==> src/inc/pow_map.svh <==
// constants of the one-wire readout link: timing, packet layout, mode codes
`ifndef POW_MAP_SVH
`define POW_MAP_SVH
// ==================================================
// clock
`define POW_CLK_MHZ 40
// ==================================================
// timing, figures in their own unit
`define POW_SAMPLE_PERIOD_MS 16
`define POW_FORCED_START_HIGH_US 110
`define POW_ALARM_CLEAR_LOW_US 35
`define POW_ABORT_LOW_US 145
`define POW_BIT_HOLD_US 10
// derived cycle counts (all whole multiples of the period)
`define POW_SAMPLE_PERIOD_CYC (`POW_SAMPLE_PERIOD_MS * 1000 * `POW_CLK_MHZ)
`define POW_FORCED_START_HIGH_CYC (`POW_FORCED_START_HIGH_US * `POW_CLK_MHZ)
`define POW_ALARM_CLEAR_LOW_CYC (`POW_ALARM_CLEAR_LOW_US * `POW_CLK_MHZ)
`define POW_ABORT_LOW_CYC (`POW_ABORT_LOW_US * `POW_CLK_MHZ)
`define POW_BIT_HOLD_CYC (`POW_BIT_HOLD_US * `POW_CLK_MHZ)
// ==================================================
// packet layout
`define POW_PKT_BITS 40
`define POW_PKT_MSB 39
`define POW_ADC_BITS 14
`define POW_CFG_BITS 25
// ==================================================
// operation mode codes
`define POW_MODE_FORCED 2'h0
`define POW_MODE_IRQ 2'h1
`define POW_MODE_ALARM 2'h2
`define POW_MODE_RSVD 2'h3
`endif

==> src/inc/pow_pkg.sv <==
// types of the one-wire readout link
`default_nettype none
`include "pow_map.svh"
package pow_pkg;
  typedef enum logic [1:0] {
    POW_MODE_FORCED_E = `POW_MODE_FORCED,
    POW_MODE_IRQ_E = `POW_MODE_IRQ,
    POW_MODE_ALARM_E = `POW_MODE_ALARM,
    POW_MODE_RSVD_E = `POW_MODE_RSVD
  } pow_mode_t;
  typedef enum logic [2:0] {
    ST_IDLE,
    ST_ANNOUNCE,
    ST_ALARM,
    ST_WAIT_RISE,
    ST_BIT_DRIVE,
    ST_WAIT_LOW
  } pow_state_t;
endpackage
`default_nettype wire

==> src/rtl/pow_sample_timer.sv <==
// free-running sample period timer, one-cycle tick per period
`timescale 1ns/100ps
`default_nettype none
`include "pow_map.svh"
module pow_sample_timer #(
  parameter int unsigned PERIOD_CYC = `POW_SAMPLE_PERIOD_CYC
) (
  input wire logic clk, // system clock
  input wire logic rst_n, // synchronised reset, active low
  output logic tick // one-cycle pulse each period
);
  localparam int W = $clog2(PERIOD_CYC + 1);
  logic [W-1:0] count;
  // ==================================================
  // period counter, wraps at the end of each period
  always_ff @(posedge clk or negedge rst_n) begin
    if (!rst_n) begin
      count <= '0;
      tick <= 1'b0;
    end else if (count == W'(PERIOD_CYC - 1)) begin
      count <= '0;
      tick <= 1'b1;
    end else begin
      count <= count + W'(1);
      tick <= 1'b0;
    end
  end
endmodule
`default_nettype wire

==> src/rtl/pow_link.sv <==
// one-wire readout link, device end
// Behaviour
// - interrupt mode: drive line high each period
// - after start, wait host rising edge first
// - per bit: pull low for zero
// - line low 145 us aborts transfer
// - packet: flag, 14-bit value, configuration
// - alarm: hold high until 35 us low
// - two-bit mode selects readout or alarm
`timescale 1ns/100ps
`default_nettype none
`include "pow_map.svh"
module pow_link
  import pow_pkg::*;
#(
  parameter int unsigned SAMPLE_CYC = `POW_SAMPLE_PERIOD_CYC,
  parameter int unsigned FORCED_HIGH_CYC = `POW_FORCED_START_HIGH_CYC,
  parameter int unsigned ABORT_LOW_CYC = `POW_ABORT_LOW_CYC,
  parameter int unsigned CLEAR_LOW_CYC = `POW_ALARM_CLEAR_LOW_CYC,
  parameter int unsigned BIT_HOLD_CYC = `POW_BIT_HOLD_CYC
) (
  input wire logic clk, // 40 MHz clock
  input wire logic resetn, // async reset, active low
  input wire logic line_in, // resolved level of the wire
  output logic line_out, // level driven on the wire
  output logic line_oe, // high while driving the wire
  input wire logic [1:0] mode, // operation mode setting
  input wire logic input_reset_flag, // 0 after input reset
  input wire logic [`POW_ADC_BITS-1:0] adc_value, // converter value
  input wire logic [`POW_CFG_BITS-1:0] config_word, // configuration
  input wire logic motion_event, // motion detected pulse
  output logic busy, // readout in progress
  output logic alarm_active, // alarm held on the wire
  output logic packet_done, // pulse: last bit presented
  output logic readout_abort // pulse: host cancelled
);
  localparam int CW = 16;
  localparam int IW = 6;
  // ==================================================
  // reset release through two flip-flops
  logic rst_meta;
  logic rst_n;
  always_ff @(posedge clk or negedge resetn) begin
    if (!resetn) begin
      rst_meta <= 1'b0;
      rst_n <= 1'b0;
    end else begin
      rst_meta <= 1'b1;
      rst_n <= rst_meta;
    end
  end
  // ==================================================
  // sample period
  logic sample_tick;
  pow_sample_timer #(
    .PERIOD_CYC(SAMPLE_CYC)
  ) u_timer (
    .clk(clk),
    .rst_n(rst_n),
    .tick(sample_tick)
  );
  // ==================================================
  // line history and level timers
  pow_state_t state;
  logic line_prev;
  logic [CW-1:0] low_cnt;
  logic [CW-1:0] high_cnt;
  logic [CW-1:0] hold_cnt;
  logic [IW-1:0] bit_idx;
  logic [`POW_PKT_BITS-1:0] shifter;
  logic self_low;
  logic rise;
  logic fall;
  logic start_forced;
  assign self_low = line_oe && !line_out;
  assign rise = line_in && !line_prev;
  assign fall = !line_in && line_prev;
  // forced start: long enough high phase ended by a fall
  assign start_forced = fall && (high_cnt >= CW'(FORCED_HIGH_CYC));
  always_ff @(posedge clk or negedge rst_n) begin
    if (!rst_n) begin
      line_prev <= 1'b1; // idle level of the pulled-up wire, no false rise
    end else begin
      line_prev <= line_in;
    end
  end
  // low time made by the host, saturating
  always_ff @(posedge clk or negedge rst_n) begin
    if (!rst_n) begin
      low_cnt <= '0;
    end else if (line_in || self_low) begin
      low_cnt <= '0;
    end else if (low_cnt != '1) begin
      low_cnt <= low_cnt + CW'(1);
    end
  end
  // high time of the wire, saturating
  always_ff @(posedge clk or negedge rst_n) begin
    if (!rst_n) begin
      high_cnt <= '0;
    end else if (!line_in) begin
      high_cnt <= '0;
    end else if (high_cnt != '1) begin
      high_cnt <= high_cnt + CW'(1);
    end
  end
  // ==================================================
  // main sequence
  always_ff @(posedge clk or negedge rst_n) begin
    if (!rst_n) begin
      state <= ST_IDLE;
    end else begin
      case (state)
        ST_IDLE: begin
          if (mode == POW_MODE_FORCED_E && start_forced) begin
            state <= ST_WAIT_RISE;
          end else if (mode == POW_MODE_IRQ_E && sample_tick) begin
            state <= ST_ANNOUNCE;
          end else if (mode == POW_MODE_ALARM_E && motion_event) begin
            state <= ST_ALARM;
          end
        end
        ST_ANNOUNCE: begin
          if (!line_in) begin
            state <= ST_WAIT_RISE;
          end
        end
        ST_ALARM: begin
          if (low_cnt >= CW'(CLEAR_LOW_CYC)) begin
            state <= ST_IDLE;
          end
        end
        ST_WAIT_RISE: begin
          if (low_cnt >= CW'(ABORT_LOW_CYC)) begin
            state <= ST_IDLE;
          end else if (rise) begin
            state <= ST_BIT_DRIVE;
          end
        end
        ST_BIT_DRIVE: begin
          if (hold_cnt == CW'(BIT_HOLD_CYC - 1)) begin
            state <= (bit_idx == '0) ? ST_IDLE : ST_WAIT_LOW;
          end
        end
        ST_WAIT_LOW: begin
          if (!line_in) begin
            state <= ST_WAIT_RISE;
          end
        end
        default: begin
          state <= ST_IDLE;
        end
      endcase
    end
  end
  // bit presentation time
  always_ff @(posedge clk or negedge rst_n) begin
    if (!rst_n) begin
      hold_cnt <= '0;
    end else if (state == ST_BIT_DRIVE) begin
      hold_cnt <= hold_cnt + CW'(1);
    end else begin
      hold_cnt <= '0;
    end
  end
  // packet capture at start, shift msb first
  always_ff @(posedge clk or negedge rst_n) begin
    if (!rst_n) begin
      shifter <= '0;
      bit_idx <= '0;
    end else if ((state == ST_IDLE && mode == POW_MODE_FORCED_E && start_forced)
                 || (state == ST_IDLE && mode == POW_MODE_IRQ_E && sample_tick)) begin
      shifter <= {input_reset_flag, adc_value, config_word};
      bit_idx <= IW'(`POW_PKT_MSB);
    end else if (state == ST_BIT_DRIVE && hold_cnt == CW'(BIT_HOLD_CYC - 1)) begin
      shifter <= {shifter[`POW_PKT_BITS-2:0], 1'b0};
      bit_idx <= bit_idx - IW'(1);
    end
  end
  // ==================================================
  // wire drive: high to announce or alarm, low for a zero bit
  always_ff @(posedge clk or negedge rst_n) begin
    if (!rst_n) begin
      line_oe <= 1'b0;
      line_out <= 1'b0;
    end else begin
      case (state)
        ST_ANNOUNCE: begin
          line_oe <= line_in;
          line_out <= 1'b1;
        end
        ST_ALARM: begin
          line_oe <= 1'b1;
          line_out <= 1'b1;
        end
        ST_BIT_DRIVE: begin
          line_oe <= !shifter[`POW_PKT_MSB] && hold_cnt != CW'(BIT_HOLD_CYC - 1);
          line_out <= 1'b0;
        end
        default: begin
          line_oe <= 1'b0;
          line_out <= 1'b0;
        end
      endcase
    end
  end
  // status outputs and event pulses
  always_ff @(posedge clk or negedge rst_n) begin
    if (!rst_n) begin
      busy <= 1'b0;
      alarm_active <= 1'b0;
      packet_done <= 1'b0;
      readout_abort <= 1'b0;
    end else begin
      busy <= state == ST_WAIT_RISE || state == ST_BIT_DRIVE || state == ST_WAIT_LOW;
      alarm_active <= state == ST_ALARM;
      packet_done <= state == ST_BIT_DRIVE && bit_idx == '0 && hold_cnt == CW'(BIT_HOLD_CYC - 1);
      readout_abort <= state == ST_WAIT_RISE && low_cnt >= CW'(ABORT_LOW_CYC);
    end
  end
endmodule
`default_nettype wire

==> config.mk <==
export PLATFORM = sky130hd
export DESIGN_NAME = pow_link
export DESIGN_NICKNAME = d
export VERILOG_FILES = /design/src/inc/pow_pkg.sv /design/src/rtl/pow_sample_timer.sv /design/src/rtl/pow_link.sv
export VERILOG_INCLUDE_DIRS = /design/src /design/src/inc
export SDC_FILE = /design/constraint.sdc
export NUM_CORES = 1
export LEC_CHECK = 0
export ABC_AREA = 1
export BUFFER_PORTS_ARGS = -buffer_cell sky130_fd_sc_hd__buf_2
export CAP_MARGIN = 10
export CORE_ASPECT_RATIO = 2
export CORE_MARGIN = 3
export CORE_UTILIZATION = 55
export DETAILED_ROUTE_END_ITERATION = 7
export PLACE_DENSITY_LB_ADDON = 0.25
export SLEW_MARGIN = 5
export SYNTH_ARGS = -nofsm -noshare
export SYNTH_HDL_FRONTEND = slang
export SYNTH_SLANG_ARGS = --single-unit
export TNS_END_PERCENT = 1
==> constraint.sdc <==
create_clock -name clk -period 11.4 [get_ports clk]
set_input_delay 2.28 -clock clk [delete_from_list [all_inputs] [get_ports clk]]
set_output_delay 2.28 -clock clk [all_outputs]
set_load 0.03 [all_outputs]
# Word level (Yosys, flattened, before mapping)
# Cells that the tools add are included.
# op_classes
magnitude_cmp,3
mux,23
eq_ne,18
add_sub_neg,5
reduce_logical,32
# ops
operator,n
two-way mux 16 bit,5
two-way mux 40 bit,2
"adder 16 x 1 -> 16 bit, second input constant",3
"greater-or-equal comparator 16 x 13 -> 1 bit, second input constant",2
"inequality test 16 bit, second input constant",2
two-way mux 3 bit,9
"adder 20 x 1 -> 20 bit, second input constant",1
"== test 20 bit, second input constant",1
two-way mux 20 bit,1
"== test 16 x 9 -> 1 bit, second input constant",1
"greater-or-equal comparator 16 x 11 -> 1 bit, second input constant",1
logical AND 1 bit,16
"inequality test 16 x 9 -> 1 bit, second input constant",1
one-hot mux 3 bit (5 select lines),1
two-way mux 6 bit,2
"== test 3 x 2 -> 1 bit, second input constant",2
"== test 3 bit, second input constant",2
logical NOT 6 bit,1
"subtractor 6 x 1 -> 6 bit, second input constant",1
AND reduction 5 bit,1
logical NOT 1 bit,4
logical OR 1 bit,4
"inequality test 2 x 1 -> 1 bit, second input constant",2
"inequality test 2 bit, second input constant",2
11 further kinds,14
# totals
register_bits,127

# Logic depth before layout (Yosys ltp)
# depth
depth_word,6
mapped_depth,11
depth_no_buf,11

# Hierarchy
# Synthesis repeated with hierarchy kept, for this count alone.
# hier_totals
hier_cells,862
area_unflattened_um2,6955.4
# by_module_without_submodules
mod,n_inst,cells_per_inst,area_per_inst_um2,seq_area_each_um2
pow_link,1,701,5685.5,2653.8
pow_sample_timer,1,161,1270.0,525.5

# Worst setup path after synthesis
# OpenSTA, ideal clock, no wires.
# synth_path
path_type,in2reg
start,in mode[1]
end,reg shifter[27]
required_time_ns,11.275
arrival_time_ns,3.188
setup_slack_ns,8.087
setup_time_ns,0.125
stages,8
cell_sequence,inv_1 -> nand2_1 -> nor3_1 -> nand3_2 -> buf_4 -> buf_2 -> nand4_1 -> nand3_1
# synth_between
elab_chain_len,5
word_cells_on_any_way,9
# synth_rtl
element,line,rtl
from (decl),pow_link.sv:27,"input wire logic [1:0] mode,"
== test 2 x 1 -> 1 bit / logical NOT 2 bit (equally long branches),"pow_link.sv:172, pow_link.sv:171",
"logical AND 1 bit, on equally long branches (2 in a row)","pow_link.sv:172, pow_link.sv:171",
logical OR 1 bit (*),pow_link.sv:172,|| (state == ST_IDLE && mode == POW_MODE_IRQ_E && sample_tick)) begin
two-way mux 40 bit / nonzero test 2 bit (equally long branches),-,
to (signal assigned),pow_link.sv:173,"shifter <= {input_reset_flag, adc_value, config_word};"
to (signal assigned),pow_link.sv:176,"shifter <= {shifter[`POW_PKT_BITS-2:0], 1'b0};"
to (decl),pow_link.sv:70,logic [`POW_PKT_BITS-1:0] shifter;
# Every way passes the cells marked *; elsewhere a longest branch is shown, timed or not.
# A chain may end at the register's enable or synchronous reset.

# Worst setup path in the final report
# layout_path
start,in mode[1]
end,reg shifter[0]
# The elaborated chain is that of the path after synthesis.

==> results.toml <==
[power_and_ir_drop]
irDropWorstVdd_mv = 0.119
pwr_density_cell_nw_per_um2 = 160
p_leak_nw = 3.44

[critical_path]
path_cells = "buf_2, inv_1, nand2_1, nor3_1, nand3_2, nand2_2, inv_1, nand3_1, nand2_1"
crit_path_end_kind = "register"
r2r_cells = 10
crit_required_ns = 11.70
crit_arrival_ns = 4.80
cp_slowest_cell = "nand2_2"
path_max_fanout = 44
crit_type = "in -> reg"
max_stage_delay_ns = 0.91
cp-start-kind = "input port"

[final_layout]
layout.cells.most_common = "nand2_1"
fillCellCount = 1013
final_cell_mix = "nand2_1, dfrtp_1, nor2_1"
area_delta_synth_final_pct = 13.9
insertedDiodeCount = 0
drive_gt1_share_pct = 12.3
nNetsFinal = 951

[status]
status = "finished clean"

[placement]
hpwl_um = 10800
dp_slack_ns = 6.50
port_buffers = 51
gp_congestion = 0.918

[sta]
rsz0062_at_grt = "false"
setup_tns_ns = 0
post-route-period-util_pct = 39.5
fin_skew_ns = 0.00973
setup_ws_ns = 6.90
fin_crit_ns = 4.50
finalSetupViolCount = 0
max_slew_margin_pct = 32.5
finalHoldViolations = 0
timing.final.max_slew_violations = 0
tightest_slew_ns = 1.01
fmax_ghz = 0.222

[global_route]
grt_overflow = 0
grt_usage_pct = 23.8
antenna_found_initial = 0
grt_pass1_vias = 6040
grt_pass1_wl_um = 26700
grt_max_degree = 75

[hold_path]
hold_depth = 0
hold_class = "reg -> reg"

[clock_tree]
clockBufferDepth = 2
path_clk_slew_ns = 0.06
post_cts_buffers = 0
cts_num_sinks = 127
cts_hold_buf = 0
htreeDepth = 4
cts_tree = "yes"
insertion_delay_ns = 0.41
numCtsBuffers = 17
clockRootBuffer = "clkbuf_16"
cts_resized = 0

[die]
die_area_um2 = 13600
die_w_um = 84.1
num_io_pins = 52
initial_utilization_pct = 56.6
die_h_um = 162
coreArea_um2 = 11800
num_rows = 56

[drt]
drt_iter0_drc = 402
vias = 6054
detail-route-antenna-nets = 0
routed_wl_um = 15600
route.detailed.drc = 0
dr.pass1.iters = 5
wire_per_inst_um = 14.7
vias_per_cell = 5.73

[logic_synthesis]
syn_area_um2 = 6710
syn_nets = 907
ys_ff_latch = 127
syn_avg_cell_area_um2 = 7.85
synth_warnings = 0
synth_cell_types = 41
yosysSeqAreaShare_pct = 47.4
postSynthCellCount = 854

[run]
maxCapViolations = 0
[cell type report]
class / count / area, um2 / share of cell area (%)
clock inverters: 10 / 160 / 2.10
multi-input cells: 611 / 3050 / 39.9
well taps: 145 / 181 / 2.38
inverters: 87 / 327 / 4.28
repair buffers: 54 / 278 / 3.64
flip-flops and latches: 127 / 3180 / 41.7
clock buffers: 22 / 464 / 6.08
[path summary, 6_finish.rpt]
check / from / endpoint / slack (ns)
min in group asynchronous: rst_n / u_timer.count[0] / 0.38
setup reg to reg: hold_cnt[0] / shifter[37] / 8.33
setup / recovery: mode[1] / shifter[0] / 6.90
hold reg to reg: rst_meta / rst_n / 0.36
max in group asynchronous: resetn / rst_n / 9.65
hold / removal: rst_meta / rst_n / 0.36
[stage by stage]
step | area, um2 | total power [mW] | utilization, % | std cells | hold slack [ns]
floorplan | 6710 | 0.614 | - | 854 | 0.331
global route | 7640 | 1.27 | 64.5 | 1056 | 0.377
CTS | 7640 | 1.23 | 64.5 | 1056 | 0.372
detailed placement | 7010 | 0.660 | 59.2 | 1024 | 0.356
finish | 7640 | 1.22 | 64.5 | 1056 | 0.364
global placement | 7010 | 0.654 | 59.2 | 1024 | 0.338
[cells in the mapped netlist, drive strengths merged]
| cell | instances | area share, % |
|---|---|---|
| a21boi | 1 | 0.11 |
| a21oi | 20 | 1.5 |
| a31o | 1 | 0.13 |
| a31oi | 10 | 0.93 |
| and3 | 1 | 0.093 |
| buf | 19 | 1.7 |
| clkbuf | 10 | 0.56 |
| conb | 1 | 0.056 |
| dfrtp | 126 | 47 |
| dfstp | 1 | 0.39 |
| ha | 7 | 1.3 |
| inv | 87 | 4.9 |
| nand2 | 205 | 12 |
| nand3 | 92 | 6.9 |
| nand3b | 6 | 0.73 |
| nand4 | 62 | 5.8 |
| nor2 | 102 | 6.2 |
| nor3 | 34 | 2.9 |
| nor3b | 1 | 0.11 |
| nor4 | 7 | 0.88 |
| o211a | 1 | 0.15 |
| o211ai | 1 | 0.11 |
| o21ai | 31 | 2.3 |
| o21bai | 1 | 0.11 |
| o221ai | 1 | 0.13 |
| o31ai | 1 | 0.11 |
| or2 | 2 | 0.19 |
| xnor2 | 7 | 0.91 |
| xor2 | 16 | 2.1 |
[critical path: cells and delay by family]
| kind | cells | cell delay, ns |
|---|---|---|
| AND/OR/NAND/NOR | 6 | 2.07 |
| buffers and inverters | 3 | 0.42 |
[sequential cells by signal (all words and copies together), names as in the netlist, 3 cells and up]
register,cells
high_cnt,16
state,3
u_timer.count,20
shifter,40
low_cnt,16
hold_cnt,16
bit_idx,6
[kinds of logic after synthesis]
kind of cell,after synthesis,synth area share [%]
DFF,127,47.4
buffers and inverters,116,7.17
xor gates and xnor gates,23,3.00
AOI/OAI and AO/OA,68,5.60
other,1,0.0559
and+or+nand+nor,512,35.5
adders and majority gates,7,1.31
[power by group]
group / switching, mW / total [mW] / internal, mW
logic: 0.101 / 0.150 / 0.0498
clock network: 0.193 / 0.570 / 0.377
registers: 0.0251 / 0.502 / 0.477
total: 0.319 / 1.22 / 0.904
[layer usage]
metal	vias to the layer above	part of all wire, %	track usage (%)
met1	2883	39	26.1
met2	178	53	42.4
met5	-	0	0
li1	2936	-	-
met4	0	3.9	12.9
met3	57	4.0	4.82
Note: power is estimated with default switching activity, not from simulation.
